==> src/codec_pkg.sv <==
// constants shared by the codec serial port control block
package codec_pkg;
    // ======================================
    // register map (byte addresses)
    localparam logic [7:0] OFF_CTRL   = 8'h00;
    localparam logic [7:0] OFF_ADC    = 8'h18;
    localparam logic [7:0] OFF_DAC    = 8'h1c;
    localparam logic [7:0] CTRL_RESET = 8'h00;
    localparam int         NUM_CTRL   = 6;
    localparam logic [2:0] IDX_ADC    = 3'h6;

    // ======================================
    // control register fields
    localparam int MODE_BIT   = 0;
    localparam int MIXED_BIT  = 1;
    localparam int CASC_LSB   = 2;
    localparam int SWRST_BIT  = 7;
    localparam int SR_LSB     = 0;
    localparam int SCD_LSB    = 2;
    localparam int MCD_LSB    = 4;
    localparam int REF_EN_BIT = 6;
    localparam int GAIN_LSB   = 4;
    localparam int MUTE_BIT   = 7;
    localparam int BYPASS_BIT = 5;

    // ======================================
    // serial frame fields
    localparam int FLAG_BIT = 15;
    localparam int RW_BIT   = 14;
    localparam int DEV_LSB  = 11;
    localparam int REG_LSB  = 8;

    // ======================================
    // divider and timing counts
    localparam logic [2:0]  MDIV_MAX_CODE   = 3'h4;
    localparam logic [3:0]  SCLK_DIV_MAX    = 4'h8;
    localparam logic [10:0] PERIOD_MAX_LAST = 11'h7ff;
    localparam logic [2:0]  INTERP_LAST     = 3'h7;
    localparam logic [4:0]  SHIFT_MAX       = 5'h10;
    localparam logic [2:0]  RESET_DM_CYCLES = 3'h4;
    localparam int          GAIN_FRAC       = 12;
    localparam logic [2:0]  GAIN_UNITY_CODE = 3'h2;

    typedef enum logic {SP_IDLE, SP_SHIFT} port_state_e;
endpackage : codec_pkg

==> src/codec_serial_port_control.sv <==
// codec serial port, control registers, clock dividers and interpolator
// Functional notes
// - input sample sent as 15 bits plus flag
// - output samples are two's complement full scale
// - interpolator upsamples from rate/M to rate/8
// - third-order comb filter, length 32 to 256
// - no new output sample: previous one reused
// - bypass bit routes samples around interpolator
// - gain field selects -15 to +6 dB
// - mute bit silences the analog output
// - reference bit enables buffered reference pin
// - serial words shifted msb first
// - only the codec starts a transfer
// - up to eight cascaded codecs supported
// - mode bit clear: frames access control registers
// - data mode: frames carry only samples
// - mixed mode: msb flags control or data
// - one shared register, reloaded each sample event when mode bit set
// - internal clock is pin clock divided 2,4,6,8,10 (master divider 1-5, then halved)
// - serial clock is internal clock /1,2,4,8
// - serial control writes land on falling edge
// - six 8-bit control and two sample registers
// - serial divider code 00 is divide by 8
// - sample divider code 00 is divide by 2048
// - master divider codes above 100 divide by 1
// - reset zeroes control, lasts four internal cycles
module codec_serial_port_control
    import codec_pkg::*;
(
    input  wire logic        pclk,
    input  wire logic        presetn,
    input  wire logic        psel,
    input  wire logic        penable,
    input  wire logic        pwrite,
    input  wire logic [7:0]  paddr,
    input  wire logic [31:0] pwdata,
    output logic      [31:0] prdata,
    output logic             pready,
    output logic             pslverr,
    input  wire logic        sdi,
    input  wire logic [15:0] adc_sample,
    output logic             sclk,
    output logic             sdofs,
    output logic             sdo,
    output logic      [15:0] dac_sample,
    output logic             analog_out_mute,
    output logic             reference_out_enable
);

    // ======================================
    // decoding helpers
    function automatic logic [2:0] mdiv_last(input logic [2:0] code);
        return (code <= MDIV_MAX_CODE) ? code : 3'h0;
    endfunction : mdiv_last

    function automatic logic signed [14:0] gain_q(input logic [2:0] code);
        logic signed [14:0] g;
        g = 15'sd4096;
        unique case (code)
            3'h0: g = 15'sd8170;
            3'h1: g = 15'sd5786;
            3'h2: g = 15'sd4096;
            3'h3: g = 15'sd2900;
            3'h4: g = 15'sd2053;
            3'h5: g = 15'sd1453;
            3'h6: g = 15'sd1029;
            3'h7: g = 15'sd728;
        endcase
        return g;
    endfunction : gain_q

    // ======================================
    // storage and shared signals
    logic        [7:0]  ctrl [NUM_CTRL];
    logic        [15:0] shreg;
    logic        [15:0] adc_word;
    logic        [15:0] dac_hold;
    logic        [15:0] x_held;
    logic        [2:0]  half_cnt;
    logic               dm_phase;
    logic        [10:0] dm_cnt;
    logic        [3:0]  sc_cnt;
    logic        [7:0]  bits_left;
    logic        [2:0]  rst_cnt;
    logic               sdi_m;
    logic               sdi_s;
    port_state_e        state;

    logic        [1:0]  sr_code;
    logic        [1:0]  scd_code;
    logic        [2:0]  mcd_code;
    logic               half_tick;
    logic               dm_tick;
    logic               tick8;
    logic               sample_event;
    logic               sclk_toggle;
    logic        [15:0] next_word;
    logic               frame_end;
    logic               is_ctrl;
    logic               is_data;
    logic               ser_wr;
    logic               ser_rd;
    logic        [2:0]  ser_reg;
    logic        [2:0]  idx;
    logic               hit;
    logic               apb_wr;
    logic               rst_req;
    logic        [31:0] rd_val;

    assign sr_code  = ctrl[1][SR_LSB +: 2];
    assign scd_code = ctrl[1][SCD_LSB +: 2];
    assign mcd_code = ctrl[1][MCD_LSB +: 3];

    // ======================================
    // clock dividers
    assign half_tick    = (half_cnt == mdiv_last(mcd_code));
    assign dm_tick      = half_tick && dm_phase;
    assign tick8        = dm_tick && (dm_cnt[2:0] == INTERP_LAST);
    assign sample_event = dm_tick && (dm_cnt == (PERIOD_MAX_LAST >> sr_code));
    assign sclk_toggle  = half_tick && (sc_cnt == (SCLK_DIV_MAX >> scd_code) - 4'h1);

    always_ff @(posedge pclk or negedge presetn) begin
        if (!presetn) begin
            half_cnt <= 3'h0;
            dm_phase <= 1'b0;
        end else if (half_tick) begin
            half_cnt <= 3'h0;
            dm_phase <= !dm_phase;
        end else begin
            half_cnt <= half_cnt + 3'h1;
        end
    end

    always_ff @(posedge pclk or negedge presetn) begin
        if (!presetn) begin
            dm_cnt <= 11'h000;
        end else if (sample_event) begin
            dm_cnt <= 11'h000;
        end else if (dm_tick) begin
            dm_cnt <= dm_cnt + 11'h001;
        end
    end

    always_ff @(posedge pclk or negedge presetn) begin
        if (!presetn) begin
            sc_cnt <= 4'h0;
        end else if (sample_event || sclk_toggle) begin
            sc_cnt <= 4'h0;
        end else if (half_tick) begin
            sc_cnt <= sc_cnt + 4'h1;
        end
    end

    // ======================================
    // serial input synchroniser
    always_ff @(posedge pclk or negedge presetn) begin
        if (!presetn) begin
            sdi_m <= 1'b0;
            sdi_s <= 1'b0;
        end else begin
            sdi_m <= sdi;
            sdi_s <= sdi_m;
        end
    end

    // ======================================
    // frame decode
    assign next_word = {shreg[14:0], sdi_s};
    assign frame_end = (state == SP_SHIFT) && sclk_toggle && sclk && (bits_left == 8'h01);
    assign is_ctrl   = ctrl[0][MODE_BIT] ? (ctrl[0][MIXED_BIT] && next_word[FLAG_BIT])
                                         : next_word[FLAG_BIT];
    assign is_data   = ctrl[0][MODE_BIT] && !(ctrl[0][MIXED_BIT] && next_word[FLAG_BIT]);
    assign ser_reg   = next_word[REG_LSB +: 3];
    assign ser_wr    = frame_end && is_ctrl && !next_word[RW_BIT]
                       && (next_word[DEV_LSB +: 3] == 3'h0);
    assign ser_rd    = frame_end && is_ctrl && next_word[RW_BIT]
                       && (next_word[DEV_LSB +: 3] == 3'h0);

    // ======================================
    // serial port sequencer
    always_ff @(posedge pclk or negedge presetn) begin
        if (!presetn) begin
            state     <= SP_IDLE;
            shreg     <= 16'h0000;
            bits_left <= 8'h00;
            sclk      <= 1'b0;
            sdofs     <= 1'b0;
            sdo       <= 1'b0;
        end else if (sample_event) begin
            state     <= SP_SHIFT;
            bits_left <= {4'(ctrl[0][CASC_LSB +: 3]) + 4'h1, 4'h0};
            sclk      <= 1'b0;
            sdofs     <= 1'b1;
            if (ctrl[0][MODE_BIT]) begin
                shreg <= {1'b0, adc_sample[15:1]};
            end
        end else if (state == SP_SHIFT && sclk_toggle) begin
            if (!sclk) begin
                sclk <= 1'b1;
                sdo  <= shreg[15];
            end else begin
                sclk      <= 1'b0;
                sdofs     <= 1'b0;
                bits_left <= bits_left - 8'h01;
                if (ser_rd && ser_reg < 3'(NUM_CTRL)) begin
                    shreg <= {next_word[15:8], ctrl[ser_reg]};
                end else begin
                    shreg <= next_word;
                end
                if (bits_left == 8'h01) begin
                    state <= SP_IDLE;
                end
            end
        end
    end

    always_ff @(posedge pclk or negedge presetn) begin
        if (!presetn) begin
            adc_word <= 16'h0000;
        end else if (sample_event) begin
            adc_word <= {1'b0, adc_sample[15:1]};
        end
    end

    always_ff @(posedge pclk or negedge presetn) begin
        if (!presetn) begin
            dac_hold <= 16'h0000;
        end else if (frame_end && is_data) begin
            dac_hold <= ctrl[0][MIXED_BIT] ? {next_word[14:0], 1'b0} : next_word;
        end
    end

    // ======================================
    // control registers and reset
    assign rst_req = (apb_wr && idx == 3'h0 && pwdata[SWRST_BIT])
                     || (ser_wr && ser_reg == 3'h0 && next_word[SWRST_BIT]);

    always_ff @(posedge pclk or negedge presetn) begin
        if (!presetn) begin
            rst_cnt <= 3'h0;
        end else if (rst_req) begin
            rst_cnt <= RESET_DM_CYCLES;
        end else if (dm_tick && rst_cnt != 3'h0) begin
            rst_cnt <= rst_cnt - 3'h1;
        end
    end

    for (genvar i = 0; i < NUM_CTRL; i++) begin : g_ctrl
        always_ff @(posedge pclk or negedge presetn) begin
            if (!presetn) begin
                ctrl[i] <= CTRL_RESET;
            end else if (rst_cnt != 3'h0) begin
                ctrl[i] <= CTRL_RESET;
            end else if (apb_wr && idx == 3'(i)) begin
                ctrl[i] <= pwdata[7:0];
            end else if (ser_wr && ser_reg == 3'(i)) begin
                ctrl[i] <= next_word[7:0];
            end
        end
    end

    // ======================================
    // apb slave
    assign idx    = paddr[4:2];
    assign hit    = (paddr[7:5] == 3'h0) && (paddr[1:0] == 2'h0);
    assign apb_wr = psel && penable && pready && pwrite && hit && (idx < 3'(NUM_CTRL));

    always_comb begin
        if (idx < 3'(NUM_CTRL)) begin
            rd_val = {24'h000000, ctrl[idx]};
        end else if (idx == IDX_ADC) begin
            rd_val = {16'h0000, adc_word};
        end else begin
            rd_val = {16'h0000, dac_hold};
        end
    end

    always_ff @(posedge pclk or negedge presetn) begin
        if (!presetn) begin
            pready  <= 1'b0;
            prdata  <= 32'h00000000;
            pslverr <= 1'b0;
        end else begin
            pready  <= psel && penable && !pready;
            if (psel && penable && !pready) begin
                prdata  <= hit ? rd_val : 32'h00000000;
                pslverr <= !hit;
            end
        end
    end

    // ======================================
    // interpolator
    logic signed [39:0] dly  [3];
    logic signed [39:0] cmb  [4];
    logic signed [39:0] c_out;
    logic signed [39:0] integ [3];
    logic               pend;
    logic        [4:0]  shamt;
    logic signed [39:0] scaled;
    logic signed [16:0] src;
    logic signed [31:0] prod;
    logic signed [31:0] lvl;

    assign cmb[0] = 40'(signed'(dac_hold));
    for (genvar k = 0; k < 3; k++) begin : g_comb
        assign cmb[k+1] = cmb[k] - dly[k];
        always_ff @(posedge pclk or negedge presetn) begin
            if (!presetn) begin
                dly[k] <= 40'sh0;
            end else if (sample_event) begin
                dly[k] <= cmb[k];
            end
        end
        if (k == 0) begin : g_first
            always_ff @(posedge pclk or negedge presetn) begin
                if (!presetn) begin
                    integ[k] <= 40'sh0;
                end else if (tick8) begin
                    integ[k] <= integ[k] + (pend ? c_out : 40'sh0);
                end
            end
        end else begin : g_next
            always_ff @(posedge pclk or negedge presetn) begin
                if (!presetn) begin
                    integ[k] <= 40'sh0;
                end else if (tick8) begin
                    integ[k] <= integ[k] + integ[k-1];
                end
            end
        end
    end

    always_ff @(posedge pclk or negedge presetn) begin
        if (!presetn) begin
            c_out  <= 40'sh0;
            x_held <= 16'h0000;
            pend   <= 1'b0;
        end else if (sample_event) begin
            c_out  <= cmb[3];
            x_held <= dac_hold;
            pend   <= 1'b1;
        end else if (tick8) begin
            pend   <= 1'b0;
        end
    end

    assign shamt  = SHIFT_MAX - 5'(2 * sr_code);
    assign scaled = integ[2] >>> shamt;
    assign src    = ctrl[4][BYPASS_BIT] ? 17'(signed'(x_held)) : scaled[16:0];
    assign prod   = 32'(src) * 32'(gain_q(ctrl[3][GAIN_LSB +: 3]));
    assign lvl    = prod >>> GAIN_FRAC;

    always_ff @(posedge pclk or negedge presetn) begin
        if (!presetn) begin
            dac_sample <= 16'h0000;
        end else if (tick8) begin
            if (ctrl[3][MUTE_BIT]) begin
                dac_sample <= 16'h0000;
            end else if (lvl > 32'sd32767) begin
                dac_sample <= 16'h7fff;
            end else if (lvl < -32'sd32768) begin
                dac_sample <= 16'h8000;
            end else begin
                dac_sample <= lvl[15:0];
            end
        end
    end

    always_ff @(posedge pclk or negedge presetn) begin
        if (!presetn) begin
            analog_out_mute      <= 1'b0;
            reference_out_enable <= 1'b0;
        end else begin
            analog_out_mute      <= ctrl[3][MUTE_BIT];
            reference_out_enable <= ctrl[2][REF_EN_BIT];
        end
    end

    logic [2:0] rst_seen;
    always_ff @(posedge pclk or negedge presetn) begin
        if (!presetn) begin
            rst_seen <= 3'h0;
        end else if (rst_req) begin
            rst_seen <= 3'h0;
        end else if (dm_tick && rst_cnt != 3'h0) begin
            rst_seen <= rst_seen + 3'h1;
        end
    end
endmodule : codec_serial_port_control

==> config.mk <==
export PLATFORM = sky130hd
export DESIGN_NAME = codec_serial_port_control
export DESIGN_NICKNAME = d
export VERILOG_FILES = /design/src/codec_pkg.sv /design/src/codec_serial_port_control.sv
export SDC_FILE = /design/constraint.sdc
export NUM_CORES = 2
export LEC_CHECK = 0
export ABC_AREA = 1
export BUFFER_PORTS_ARGS = -buffer_cell sky130_fd_sc_hd__buf_2
export CAP_MARGIN = 15
export CORE_UTILIZATION = 66
export CTS_BUF_LIST = sky130_fd_sc_hd__clkbuf_8
export CTS_CLUSTER_DIAMETER = 80
export DETAILED_ROUTE_END_ITERATION = 6
export HOLD_SLACK_MARGIN = 0.05
export PLACE_DENSITY = 0.84
export SKIP_CTS_REPAIR_TIMING = 1
export SLEW_MARGIN = 20
export SYNTH_ARGS = -nofsm -noshare
export SYNTH_HDL_FRONTEND = slang
export SYNTH_SLANG_ARGS = --single-unit
==> constraint.sdc <==
create_clock -name pclk -period 9.5 [get_ports pclk]
set_input_delay 2.85 -clock pclk [delete_from_list [all_inputs] [get_ports pclk]]
set_output_delay 2.85 -clock pclk [all_outputs]
set_load 0.01 [all_outputs]
Yosys cells after proc, flatten, opt, wreduce, memory -nomap -nowiden
Memory sizes are Yosys's and may differ from the RTL's.
Index checks and enable logic that the tools add are counted.
- add/subtract/negate cells: 14
- $mul: 1
- $lt $le $gt $ge: 7
- eq/ne operators: 17
- shift-type cells: 3
- multiplexer cells: 62
- bitwise gates (word level): 4
- reduce and logical (&&, ||, !) cells: 68
- operators by type and width (kind ; count):
    $mux W8 ; 26
    $mux W16 ; 10
    $add A40 B40 Y40 ; 3
    $bmux W8 S3 ; 2
    $mux W40 ; 1
    $sshr A40 B5 Y17 ; 1
    $sub A40 B40 Y40 ; 1
    $logic_and A1 B1 Y1 ; 38
    $mul A17 B15 Y32 ; 1
    $mux W32 ; 1
    $mux W11 ; 2
    $reduce_bool A3 Y1 ; 7
    $gt A20 B16 Y1 const B ; 1
    $lt A20 B16 Y1 const B ; 1
    $eq A3 B3 Y1 const B ; 6
    $sub A17 B17 Y18 ; 1
    $mux W17 ; 1
    $sub A16 B16 Y17 ; 1
    $reduce_bool A2 Y1 ; 7
    $mux W1 ; 13
    $eq A3 B2 Y1 const B ; 4
    $logic_not A3 Y1 ; 4
    $mux W3 ; 4
    $add A11 B1 Y11 const B ; 1
    26 further kinds ; 39
- bits in registers: 433
- ROM bits: 104
- bits of input ports: 62
- output and inout port bits: 55
- logic and storage cells: 213
- memories kept: 1
- memory list (memory ; depth ; width ; rd ports ; clocked after memory_dff ; write ports ; line ; source):
    (no name shown) ; 8 ; 13 ; 1 ; 0 ; 0 ; codec_serial_port_control.sv:59 ; unique case (code)

Logic depth before layout (Yosys ltp)
- depth after elaboration: 15
- mapped depth: 43
- mapped depth without buffers: 39

Least setup slack after synthesis
Ideal clock, no wire load.
- path kind: reg2reg
- start: register ctrl[32] (netlist name)
- end: register dac_sample[10]
- library setup time: 0.117 ns
- arrival: 7.858 ns
- data required time: 9.383 ns
- path slack: 1.525 ns
- cell stages (with the launch flop): 35
- path buffers: 5
- period minus slack after synthesis: 7.975 ns
- cell sequence: dfrtp_1 inv_1 clkbuf_1 clkbuf_1 ha_1 clkbuf_1 clkbuf_1 o22ai_1 o21ai_0 nand2_1 inv_1 nor2_1 fa_1 inv_1 fa_1 inv_1 fa_1 fa_1 fa_1 inv_1 fa_1 inv_1 ha_1 nand2_1 nor4_1 nand4_1 nand2_1 nand2_1 nand2_1 inv_1 nand2_1 clkbuf_1 nand2_1 nand2_1 nand2_1
- word-level cells in the longest chain between the ends: 8
- elaborated cells on any way between the ends: 9
- classes of those cells: add/sub (1); mul (1); order compare (2); shift (1); mux (4)
- ends and longest elaborated chain (item ; line ; source):
    from (decl) ; codec_serial_port_control.sv:74 ; logic [7:0] ctrl [NUM_CTRL];
    from (signal, indexed assignment) ; codec_serial_port_control.sv:255 ; ctrl[i] <= pwdata[7:0];
    from (signal, indexed assignment) ; codec_serial_port_control.sv:257 ; ctrl[i] <= next_word[7:0];
    $sub A5 B3 Y5 (*) ; codec_serial_port_control.sv:348 ; assign shamt = SHIFT_MAX - 5'(2 * sr_code);
    $sshr A40 B5 Y17 (*) ; codec_serial_port_control.sv:349 ; assign scaled = integ[2] >>> shamt;
    $mux W17 (*) ; codec_serial_port_control.sv:350 ; assign src = ctrl[4][BYPASS_BIT] ? 17'(signed'(x_held)) : scaled[16:0];
    $mul A17 B15 Y32 (*) ; codec_serial_port_control.sv:351 ; assign prod = 32'(src) * 32'(gain_q(ctrl[3][GAIN_LSB +: 3]));
    $lt A20 B16 Y1 ; codec_serial_port_control.sv:362 ; end else if (lvl < -32'sd32768) begin
    $mux W16 ; codec_serial_port_control.sv:362 ;
    $mux W16 (*) ; codec_serial_port_control.sv:360 ; end else if (lvl > 32'sd32767) begin
    $mux W16 (*) ; codec_serial_port_control.sv:358 ; if (ctrl[3][MUTE_BIT]) begin
    to (signal assigned) ; codec_serial_port_control.sv:365 ; dac_sample <= lvl[15:0];
    to (decl) ; codec_serial_port_control.sv:45 ; output logic [15:0] dac_sample,
Every way passes the cells marked *; elsewhere a longest branch is shown, timed or not.
A chain may end at the register's enable or synchronous reset.

Final worst setup path
Same ends and word-level chain as after synthesis.

==> flow_metrics.tcl <==
set metrics [dict create \
    yosys.area.top_type_share 0.258 \
    async_flop_share 1.00 \
    synth_top_cell_by_area "dfrtp_1" \
    dieArea_um2 56000 \
    synth_seq_cells 375 \
    arrival_ns 9.22 \
    numCtsBuffers 71 \
    hp-start "sdi_m$_DFF_PN0_" \
    initial_utilization 0.671 \
    critPathLaunchType "flop" \
    drt_iter0_drc 3348 \
    worst_skew_pair.late_latency_ns 0.71 \
    rrSetupSlack_ns 0.84 \
    ys_types 60 \
    max_freq_ghz 0.116 \
    synthCells 5141 \
    netlist_top_cells_count "1376 x nand2_1, 849 x inv_1, 462 x nor2_1" \
    vias_per_cell 5.75 \
    ys.flop_type "dfrtp_1" \
    area_growth_pct 6.82 \
    r2r-start "ctrl[32]$_DFFE_PN0P_" \
    coreArea_um2 54100 \
    synth-edff-count 0 \
    grt_max_degree 164 \
    rsz0062_at_grt "no" \
    post-dp-hpwl_mm 81.8 \
    cts.htree.levels 3 \
    drive_gt1_frac 0.0536 \
    min_period_ns 8.66 \
    worstMarginPinSlew_ns 1.20 \
    die_w_um 237 \
    synth.area.top_cells "dfrtp_1 26%, nand2_1 14%, fa_1 12%" \
    cts_max_path_buffers 3 \
    ant_nets 0 \
    gr-max-usage-layer "met2" \
    nets 5719 \
    drv_cap 0 \
    worstSetupPathType "flop to flop" \
    grt_pass1_vias 32200 \
    finalMaxSlewViolations 0 \
    use_met3 0.0944 \
    synth.avg_cell_area_um2 7.07 \
    hold_viol_final 0 \
    reg2reg_to "dac_sample[10]$_DFFE_PN0P_" \
    ios 117 \
    netlist_area_um2 36300 \
    grt_pass1_wl_mm 169 \
    io_buffers 75 \
    num_rows 85 \
    hold_path.class "flop to flop" \
    dr.pass1.iters 6 \
    yosysMostFrequentCell "nand2_1" \
    status "complete, no violations" \
    routedWlPerCell_um 17.7 \
    fin_tns_setup_ns 0 \
    routed-via-count 34100 \
    setup_viol 0 \
    relSlewSlack 0.194 \
    crit_fanout 30 \
    grt_antenna_before_repair 1 \
    fill_cells 4511 \
    overflow 0 \
    grt_util_met1 0.545 \
    required_ns 10.07 \
    die_y_um 237 \
    synth_warnings 0 \
    crit_path_start "ctrl[32]$_DFFE_PN0P_" \
    grt.total_usage 0.381 \
    place_congestion 1.01 \
    clk_pin_slew_worst_paths_ns 0.06 \
    path_common_cell "nand2_1" \
    slowest_delay_ns 0.80 \
    r2r_cells 32 \
    endpoint_kind "flop" \
    hold_end "sdi_s$_DFF_PN0_" \
    cts_root_buf "clkbuf_8" \
    cts_tree "done" \
    ys_seq_area_frac 0.258 \
    hold_depth 0 \
    met2_usage 0.559 \
    routed_wl_mm 105 \
    fin_skew_ns 0.0498 \
    critPathSlowestCell "fa_1" \
    cts.sinks 375 \
    drc 0 \
    fin_crit_sh 0.911 \
]
-- per-stage QoR --
step / util / instances / area [um^2] / setup WS, ns / hold WS [ns]
floorplan: - / 5156 / 36400 / 1.53 / 0.331
global placement: 0.687 / 5808 / 37200 / 0.994 / 0.333
detailed placement: 0.687 / 5808 / 37200 / 0.895 / 0.342
CTS: 0.717 / 5937 / 38800 / 0.861 / 0.354
global route: 0.717 / 5938 / 38800 / 0.219 / 0.359
finish: 0.717 / 5938 / 38800 / 0.845 / 0.351
-- cell type report --
class,instances,area (um^2),share of cell area
clock buffer,91,1250,0.0323
tap,696,871,0.0224
multi-input combinational,3777,23200,0.597
clock inverter,38,335,0.00864
sequential,375,9380,0.242
antenna,1,2.50,0.0000645
inverter,863,3240,0.0835
timing repair buffer,97,571,0.0147
-- registers in the layout, summed over array words and instances, names as in the netlist, 3 cells and up --
register	flops
adc_word	15
c_out	39
dac_sample	16
integ	117
shreg	16
half_cnt	3
sc_cnt	4
dm_cnt	11
bits_left	8
prdata	16
x_held	16
ctrl	48
dly	35
rst_cnt	3
dac_hold	16
-- cell families after synthesis --
family / count (synthesis) / share of synthesized area
buffers and inverters: 1004 / 0.106
xor gates and xnor gates: 128 / 0.0309
AOI/OAI and AO/OA: 895 / 0.141
and+or+nand+nor: 2262 / 0.255
DFF: 375 / 0.258
adders and majority gates: 472 / 0.207
other: 1 / 0.000103
muxes: 4 / 0.00114
-- worst max path at each step --
stage	slack [ns]	cells after the start	to
floorplan	1.53	34	dac_sample[10]$_DFFE_PN0P_
global placement	0.99	32	dac_sample[12]$_DFFE_PN0P_
detailed placement	0.90	32	dac_sample[12]$_DFFE_PN0P_
CTS	0.86	32	dac_sample[12]$_DFFE_PN0P_
global route	0.22	32	dac_sample[10]$_DFFE_PN0P_
finish	0.84	32	dac_sample[10]$_DFFE_PN0P_
-- worst max-delay path: cells and delay by family, from the launching register on --
family	cells	cell delay [ns]
compound gates	3	0.54
fa+ha+maj	8	4.15
buf+inv	9	1.41
flops	1	0.37
simple gates	12	2.02
-- cell usage in the layout (no fill, tap or decap), types with 48 or more instances in the layout --
| cell type | count |
|---|---|
| ha_1 | 255 |
| nor3_1 | 56 |
| xor2_1 | 72 |
| buf_2 | 74 |
| a31oi_1 | 48 |
| clkbuf_8 | 91 |
| nor2_1 | 462 |
| nand2_1 | 1375 |
| a21oi_1 | 235 |
| xnor2_1 | 56 |
| nand3_1 | 238 |
| inv_1 | 865 |
| dfrtp_1 | 375 |
| o21ai_0 | 377 |
| fa_1 | 217 |
-- routing by layer --
metal / wire length [um] / vias up
met3: 10700 / 226
met5: 0 / -
met1: 46600 / 15900
met2: 44000 / 1481
met4: 3700 / 0
li1: - / 16500
Power is not shown: default switching activity piles up to over one toggle a cycle in this logic, so the estimate is an artifact.
